## config.mk

```make
export PLATFORM = sky130hd
export DESIGN_NAME = ipr_prio_reg
export DESIGN_NICKNAME = d
export VERILOG_FILES = /design/src/design/ipr_prio_reg.v /design/src/design/ipr_level_decode.v
export VERILOG_INCLUDE_DIRS = /design/src /design/src/include
export SDC_FILE = /design/constraint.sdc
export NUM_CORES = 1
export LEC_CHECK = 0
export BUFFER_PORTS_ARGS = -buffer_cell sky130_fd_sc_hd__clkbuf_2
export CORE_MARGIN = 10
export CORE_UTILIZATION = 30
export CTS_BUF_LIST = sky130_fd_sc_hd__clkbuf_4 sky130_fd_sc_hd__clkbuf_8 sky130_fd_sc_hd__clkbuf_16
export DETAILED_ROUTE_END_ITERATION = 7
export HOLD_SLACK_MARGIN = 0.05
export SYNTH_ARGS = -nofsm -noshare
export SYNTH_HDL_FRONTEND = slang
export SYNTH_SLANG_ARGS = --single-unit
```

## constraint.sdc

```tcl
create_clock -name aclk -period 2.78 [get_ports aclk]
set_input_delay 0.417 -clock aclk [delete_from_list [all_inputs] [get_ports aclk]]
set_output_delay 0.417 -clock aclk [all_outputs]
set_load 0.005 [all_outputs]
```

## src/include/ipr_map.vh

```
// register map, field positions and reset values of the priority register block
`ifndef IPR_MAP_VH
`define IPR_MAP_VH

`define IPR_OFF_PRIO1        4'h0
`define IPR_OFF_LEVEL        4'h4
`define IPR_OFF_ENABLE       4'h8
`define IPR_PRIO1_RESET      16'h4444
`define IPR_PRIO1_WMASK      16'h7777
`define IPR_FLD_DMA0_LSB     0
`define IPR_FLD_CAP2_LSB     4
`define IPR_FLD_CMP2_LSB     8
`define IPR_FLD_TMR2_LSB     12
`define IPR_FLD_W            3
`define IPR_CODE_OFF         3'h0
`define IPR_NUM_SRC          4
`define IPR_RESP_OKAY        2'h0
`define IPR_RESP_SLVERR      2'h2

`endif

```

## src/design/ipr_prio_reg.v

```verilog
// interrupt priority control register 1 behind an axi4-lite slave
`timescale 1ns/1ps
`include "ipr_map.vh"
module ipr_prio_reg (
    aclk,
    aresetn,
    ce,
    s_axi_awaddr,
    s_axi_awvalid,
    s_axi_awready,
    s_axi_wdata,
    s_axi_wstrb,
    s_axi_wvalid,
    s_axi_wready,
    s_axi_bresp,
    s_axi_bvalid,
    s_axi_bready,
    s_axi_araddr,
    s_axi_arvalid,
    s_axi_arready,
    s_axi_rdata,
    s_axi_rresp,
    s_axi_rvalid,
    s_axi_rready,
    src_level,
    src_enable
);
    input  wire        aclk;
    input  wire        aresetn;
    input  wire        ce;
    input  wire [3:0]  s_axi_awaddr;
    input  wire        s_axi_awvalid;
    output reg         s_axi_awready;
    input  wire [31:0] s_axi_wdata;
    input  wire [3:0]  s_axi_wstrb;
    input  wire        s_axi_wvalid;
    output reg         s_axi_wready;
    output reg  [1:0]  s_axi_bresp;
    output reg         s_axi_bvalid;
    input  wire        s_axi_bready;
    input  wire [3:0]  s_axi_araddr;
    input  wire        s_axi_arvalid;
    output reg         s_axi_arready;
    output reg  [31:0] s_axi_rdata;
    output reg  [1:0]  s_axi_rresp;
    output reg         s_axi_rvalid;
    input  wire        s_axi_rready;
    output wire [11:0] src_level;   // tmr2 11:9 .. dma0 2:0 packed as 3 bits each
    output wire [3:0]  src_enable;  // bit0 dma0, 1 cap2, 2 cmp2, 3 tmr2

    reg  [15:0] prio1_r;
    reg  [3:0]  aw_addr_r;
    reg         aw_held_r;
    reg  [31:0] w_data_r;
    reg  [3:0]  w_strb_r;
    reg         w_held_r;
    reg  [15:0] wr_merge;
    wire        aw_take;
    wire        w_take;
    wire        do_write;
    wire [3:0]  wr_addr;
    wire [31:0] wr_data;
    wire [3:0]  wr_strb;
    wire [11:0] lvl_w;
    wire [3:0]  en_w;
    reg  [31:0] rd_val;
    reg  [1:0]  rd_resp;
    wire [1:0]  wr_idx;
    wire        wr_hit_prio;
    wire        wr_hit_ro;
    wire [1:0]  rd_idx;
    wire [15:0] wr_lane_mask;
    wire [11:0] fld_pack;
    wire [2:0]  timer2_priority_field;
    wire [2:0]  compare2_priority_field;
    wire [2:0]  capture2_priority_field;
    wire [2:0]  dma0_done_priority_field;

    // word indices: the slave decodes address bits 3:2 only, so aliases repeat
    localparam [3:0]  OFF_PRIO1   = `IPR_OFF_PRIO1;
    localparam [3:0]  OFF_LEVEL   = `IPR_OFF_LEVEL;
    localparam [3:0]  OFF_ENABLE  = `IPR_OFF_ENABLE;
    localparam [1:0]  IDX_PRIO1   = OFF_PRIO1[3:2];
    localparam [1:0]  IDX_LEVEL   = OFF_LEVEL[3:2];
    localparam [1:0]  IDX_ENABLE  = OFF_ENABLE[3:2];
    localparam [15:0] PRIO1_WMASK = `IPR_PRIO1_WMASK;

    assign aw_take = s_axi_awvalid & s_axi_awready;
    assign w_take  = s_axi_wvalid & s_axi_wready;
    // address and data may arrive in either order; either may be held
    assign wr_addr = aw_held_r ? aw_addr_r : s_axi_awaddr;
    assign wr_data = w_held_r ? w_data_r : s_axi_wdata;
    assign wr_strb = w_held_r ? w_strb_r : s_axi_wstrb;
    assign do_write = (aw_held_r | aw_take) & (w_held_r | w_take) & ~s_axi_bvalid;

    // write decode: the priority word is stored, the two readback words drop writes
    assign wr_idx      = wr_addr[3:2];
    assign wr_hit_prio = (wr_idx == IDX_PRIO1);
    assign wr_hit_ro   = (wr_idx == IDX_LEVEL) || (wr_idx == IDX_ENABLE);
    assign rd_idx      = s_axi_araddr[3:2];

    // one mask byte per strobed lane; the upper lanes have nothing behind them
    genvar li;
    generate
        for (li = 0; li < 2; li = li + 1) begin : g_lane
            assign wr_lane_mask[8*li +: 8] = {8{wr_strb[li]}};
        end
    endgenerate

    // byte-lane merge; unimplemented bits masked so writes there are lost
    always @* begin
        wr_merge = (wr_data[15:0] & wr_lane_mask) | (prio1_r & ~wr_lane_mask);
        wr_merge = wr_merge & PRIO1_WMASK;
    end

    // write channels: accept each once, answer after both are in
    always @(posedge aclk) begin
        if (!aresetn) begin
            s_axi_awready <= 1'b1;
            s_axi_wready  <= 1'b1;
            aw_held_r     <= 1'b0;
            w_held_r      <= 1'b0;
            aw_addr_r     <= 4'h0;
            w_data_r      <= 32'h0;
            w_strb_r      <= 4'h0;
            s_axi_bvalid  <= 1'b0;
            s_axi_bresp   <= `IPR_RESP_OKAY;
            prio1_r       <= `IPR_PRIO1_RESET;
        end else if (ce) begin
            if (do_write) begin
                aw_held_r     <= 1'b0;
                w_held_r      <= 1'b0;
                s_axi_awready <= 1'b0;   // stall until response is taken
                s_axi_wready  <= 1'b0;
                s_axi_bvalid  <= 1'b1;
                if (wr_hit_prio) begin
                    prio1_r     <= wr_merge;
                    s_axi_bresp <= `IPR_RESP_OKAY;
                end else if (wr_hit_ro) begin
                    s_axi_bresp <= `IPR_RESP_OKAY;   // read-only status, write dropped
                end else begin
                    s_axi_bresp <= `IPR_RESP_SLVERR;
                end
            end else begin
                if (aw_take) begin
                    aw_held_r     <= 1'b1;
                    aw_addr_r     <= s_axi_awaddr;
                    s_axi_awready <= 1'b0;
                end
                if (w_take) begin
                    w_held_r     <= 1'b1;
                    w_data_r     <= s_axi_wdata;
                    w_strb_r     <= s_axi_wstrb;
                    s_axi_wready <= 1'b0;
                end
                if (s_axi_bvalid && s_axi_bready) begin
                    s_axi_bvalid  <= 1'b0;
                    s_axi_awready <= 1'b1;
                    s_axi_wready  <= 1'b1;
                end
            end
        end
    end

    // named views of the four fields, packed lowest source first for the decoders
    assign timer2_priority_field    = prio1_r[`IPR_FLD_TMR2_LSB +: `IPR_FLD_W];
    assign compare2_priority_field  = prio1_r[`IPR_FLD_CMP2_LSB +: `IPR_FLD_W];
    assign capture2_priority_field  = prio1_r[`IPR_FLD_CAP2_LSB +: `IPR_FLD_W];
    assign dma0_done_priority_field = prio1_r[`IPR_FLD_DMA0_LSB +: `IPR_FLD_W];
    assign fld_pack = {timer2_priority_field, compare2_priority_field,
                       capture2_priority_field, dma0_done_priority_field};

    // per-source decoders; same encoding for all four fields
    genvar gi;
    generate
        for (gi = 0; gi < `IPR_NUM_SRC; gi = gi + 1) begin : g_src
            ipr_level_decode u_dec (
                .aclk    (aclk),
                .aresetn (aresetn),
                .ce      (ce),
                .field   (fld_pack[3*gi +: `IPR_FLD_W]),
                .level   (lvl_w[3*gi +: 3]),
                .enabled (en_w[gi])
            );
        end
    endgenerate
    assign src_level  = lvl_w;
    assign src_enable = en_w;

    // read mux; reserved bits of the register come back as zero
    always @* begin
        rd_val  = 32'h0;
        rd_resp = `IPR_RESP_OKAY;
        case (rd_idx)
            IDX_PRIO1: rd_val = {16'h0, prio1_r & PRIO1_WMASK};
            IDX_LEVEL: rd_val = {20'h0, lvl_w};
            IDX_ENABLE: rd_val = {28'h0, en_w};
            default: rd_resp = `IPR_RESP_SLVERR;
        endcase
    end

    // read channel: one read at a time, data held until rready
    always @(posedge aclk) begin
        if (!aresetn) begin
            s_axi_arready <= 1'b1;
            s_axi_rvalid  <= 1'b0;
            s_axi_rdata   <= 32'h0;
            s_axi_rresp   <= `IPR_RESP_OKAY;
        end else if (ce) begin
            if (s_axi_arvalid && s_axi_arready) begin
                s_axi_arready <= 1'b0;
                s_axi_rvalid  <= 1'b1;
                s_axi_rdata   <= rd_val;
                s_axi_rresp   <= rd_resp;
            end else if (s_axi_rvalid && s_axi_rready) begin
                s_axi_rvalid  <= 1'b0;
                s_axi_arready <= 1'b1;
            end
        end
    end
endmodule // ipr_prio_reg

```

## src/design/ipr_level_decode.v

```verilog
// decodes one priority field into a level and an enable, registered
`timescale 1ns/1ps
module ipr_level_decode (
    aclk,
    aresetn,
    ce,
    field,
    level,
    enabled
);
    input  wire       aclk;
    input  wire       aresetn;
    input  wire       ce;
    input  wire [2:0] field;
    output reg  [2:0] level;
    output reg        enabled;

    // codes map straight to levels 1..7 in binary order; 000 disables
    always @(posedge aclk) begin
        if (!aresetn) begin
            level   <= 3'h0;
            enabled <= 1'b0;
        end else if (ce) begin
            level   <= field;
            enabled <= (field != `IPR_CODE_OFF);
        end
    end
endmodule // ipr_level_decode

```

# Yosys cells after proc, flatten, opt, wreduce, memory -nomap -nowiden
# Cells that the tools add are included.
totals:
  ff_bits: 92
  out_inout_bits: 57
  wordCells: 89
classes:
  reduce_logical: 28
  n_bitwise: 12
  eq_ne: 4
  n_mux: 23
op_table:
  columns: ["op", "n"]
  rows:
  - ["one-hot mux 15 bit (3 select lines)", 1]
  - ["bitwise AND 15 bit", 2]
  - ["nonzero test 3 bit", 6]
  - ["two-way mux 1 bit", 16]
  - ["AND reduction 2 bit", 8]
  - ["two-way mux 15 bit", 1]
  - ["NOT 15 bit", 1]
  - ["bitwise OR 15 bit", 1]
  - ["AND reduction 3 bit", 3]
  - ["two-way mux 2 bit", 4]
  - ["nonzero test 2 bit", 4]
  - ["bitwise AND 1 bit", 4]
  - ["equality test 2 x 1 -> 1 bit (second input constant)", 2]
  - ["equality test 2 bit (second input constant)", 2]
  - ["logical NOT 2 bit", 2]
  - ["two-way mux 4 bit", 1]
  - ["logical AND 1 bit", 3]
  - ["OR reduction 3 bit", 1]
  - ["NOT 1 bit", 2]
  - ["bitwise OR 1 bit", 2]
  - ["logical OR 1 bit", 1]

# Depth between registers and ports, before layout
logic_depth:
  ltp_word: 6
  mapped_depth: 6
  mapped_depth_nobuf: 4

# Cells and area by module
# Synthesis repeated with hierarchy kept, for this count alone.
hier_totals:
  hier_cells: 329
  hier_area_um2: 3181.8
by_module_without_submodules:
  columns: ["module", "seq_area_each_um2", "area_per_inst_um2", "instances", "cells_each"]
  rows:
  - ["ipr_prio_reg", 1041.0, 2561.2, 1, 273]
  - ["ipr_level_decode", 80.1, 155.1, 4, 14]

# Worst setup path after synthesis
# No wires, ideal clock.
synth_timing:
  kind: "in2reg"
  from: "in s_axi_awvalid"
  to: "reg (tool-made name)"
  path_stages: 5
  t_arrival_ps: 1796
  path_slack_ps: 863
  path_cell_list: "a21oi_1 -> or4b_4 -> buf_6 -> nor3_4 -> mux2_4"
synth_lines:
  columns: ["element", "line", "source"]
  rows:
  - ["from (decl)", "ipr_prio_reg.v:32", "input wire s_axi_awvalid;"]

==> load_flow_metrics.sql <==
INSERT INTO impl_metrics (metric_group, metric, value, unit) VALUES
('timing', 'unrepaired_setup_endpoints_after_global_routing', 'no', ''),
('timing', 'clock_skew', '0.00766', 'ns'),
('power', 'power_per_cell_area', '557', 'mW/mm^2'),
('timing', 'hold_viol', '0', ''),
('route', 'drt_drc_violations_left', '0', ''),
('yosys', 'syn-instance-count', '328', ''),
('global_route', 'number_of_global_route_vias_before_repair', '2289', ''),
('route', 'avgRoutedWirePerCell', '13.7', 'microns'),
('route', 'dr.pass1.iters', '4', ''),
('floorplan', 'fp.dieW', '123', 'microns'),
('clock_network', 'clock-sinks', '68', ''),
('floorplan', 'die_area', '0.0151', 'sq mm'),
('setup_path', 'worst_setup_path_startpoint', 'aw_held_r', ''),
('clock_network', 'cts-hold-fix-buffers', '0', ''),
('timing', 'tightestPinTransition', '0.506', 'ns'),
('worst_hold_path', 'min_delay_path_depth', '3', ''),
('yosys', 'synth.cell_area', '0.00316', 'sq mm'),
('outcome', 'outcome', 'completed', ''),
('setup_path', 'endpoint_kind', 'register', ''),
('global_route', 'grt_start_max_net_pins', '56', ''),
('placement', 'io_buffer_count', '63', ''),
('setup_path', 'setup.worst_path.start_class', 'register', ''),
('route', 'detailedRoute.firstIterationViolations', '131', ''),
('worst_hold_path', 'hold_class', 'in -> reg', ''),
('yosys', 'synth_top_flop_cell', 'dfxtp_1', ''),
('timing', 'peak_freq', '499', 'MHz'),
('layout', 'layout-drive-gt1-share', '25.8', '%'),
('placement', 'dp_hpwl', '5.40', 'mm'),
('setup_path', 'reg2reg_from', 'aw_held_r', ''),
('global_route', 'grt_util_all_layers', '9.73', '%'),
('timing', 'timing.final.max_slew_violations', '0', ''),
('route', 'vias_per_cell', '4.47', ''),
('yosys', 'post_synth_num_cell_types', '31', ''),
('yosys', 'synth_async_sr_flop_share', '0', '%'),
('layout', 'antenna_cells_inserted', '0', ''),
('run', 'max_cap_viol_count', '0', ''),
('setup_path', 'crit_arrival', '2.23', 'ns'),
('floorplan', 'rows', '37', ''),
('layout', 'syn2layout_area_growth', '16.7', '%'),
('route', 'wirelength', '7.19', 'mm'),
('yosys', 'synth_area_per_cell', '9.64', 'sq um'),
('clock_network', 'worst_setup_hold_path_clk_slew', '0.07', 'ns'),
('power', 'total_leakage_power', '0.00166', 'uW'),
('layout', 'layout_commonest_cell', 'dfxtp_1', ''),
('global_route', 'global_route.overflow_total', '0', ''),
('timing', 'holdWs', '0.353', 'ns'),
('timing', 'report.final.setup_viol', '0', ''),
('setup_path', 'largest_driver_fanout_on_the_critical_path', '6', ''),
('clock_network', 'numCtsBuffers', '9', ''),
('power', 'post-layout-total-power', '2060', 'uW'),
('clock_network', 'clock-root-buffer', 'clkbuf_8', ''),
('placement', 'gp_routability_congestion', '0.731', ''),
('yosys', 'edff_count_synth', '0', ''),
('setup_path', 'timing_worst_setup_path_type', 'reg -> reg', ''),
('setup_path', 'r2r.worst_path.cells', '4', ''),
('worst_hold_path', 'min-delay-start', 's_axi_wstrb[0]', ''),
('timing', 'fin_ws', '0.778', 'ns'),
('yosys', 'synth_warnings', '0', ''),
('setup_path', 'cp_data_required_time', '3.00', 'ns'),
('clock_network', 'clock_latency', '0.34', 'ns'),
('global_route', 'antenna_found_initial', '0', ''),
('placement', 'place_ws', '0.672', 'ns'),
('setup_path', 'reg2reg_slack', '0.78', 'ns'),
('layout', 'nets', '434', ''),
('timing', 'maxSlewHeadroom', '66.2', '%'),
('clock_network', 'postCtsResizedCells', '0', ''),
('floorplan', 'io_pins', '109', ''),
('route', 'drt.antenna.violating_nets', '0', ''),
('placement', 'postPlaceCellArea', '0.00350', 'sq mm'),
('timing', 'finalWorstPathRequiredPeriod', '2.00', 'ns'),
('route', 'vias', '2337', '');
## synth_stat cells (2+ instances only)
cell	n	share of area, %
o211ai_1	3	0.71
a21oi_1	14	2.2
nor3_1	11	1.7
o211a_1	4	1.3
a21boi_0	7	1.7
and3_1	3	0.59
mux2_4	4	1.9
nor2b_1	38	7.5
dfxtp_1	68	43
nand3_1	11	1.7
buf_6	2	0.71
nand2b_1	4	0.79
mux2_2	8	2.8
nor2_1	4	0.47
buf_1	2	0.24
buf_4	23	5.5
mux2i_1	52	16
o21ai_0	8	1.3
buf_2	2	0.32
nor3_4	2	1.0
nand2_1	35	4.2
clkbuf_1	14	1.7
## worst max-delay path by stage
stage | to | slack [ns] | cells after the start
final | register | 0.78 | 4
after detailed placement | register | 0.67 | 5
after global routing | register | 0.69 | 4
after floorplan | register | 0.86 | 5
after global placement | register | 0.69 | 5
after CTS | register | 0.77 | 4
## cell families after synthesis
family,count (synthesis),synth area share (%)
DFF,68,43.0
and+or+nand+nor,111,18.9
muxes,64,21.2
AOI/OAI and AO/OA,41,8.31
buffers and inverters,43,8.39
other,1,0.119
## worst max-delay path: stages, from the launching register on
cell and delay, ns:
dfxtp_1 0.42, a21oi_1 0.11, or4b_4 0.58, nor3_4 0.45
mux2_4 0.33
## final cells by class
cell class	instances	area (sq um)
Tap cell	136	170
Timing Repair Buffer	68	365
Sequential cell	68	1360
Clock buffer	11	139
Clock inverter	5	52.6
Fill cell	1068	6590
Multi-Input combinational cell	235	1600
## power breakdown
group	switching, uW	leakage [uW]	internal [uW]
registers	27.2	0.000554	1010
logic	125	0.00101	108
clock network	356	0.0000999	430
## through the flow
stage,util [%],std cells
2_1_floorplan,-,346
3_3_place_gp,34.1,507
3_5_place_dp,34.1,507
4_1_cts,35.9,523
5_1_grt,35.9,523
6_report,35.9,523
## layer usage
layer | vias to the layer above | GRT usage (%) | share of wire, %
li1 | 1192 | - | -
met1 | 1069 | 11.7 | 44
met2 | 71 | 14.6 | 44
met3 | 5 | 4.91 | 11
met4 | 0 | 3.53 | 0.82
met5 | - | 0 | 0
(Power assumes the default switching activity.)
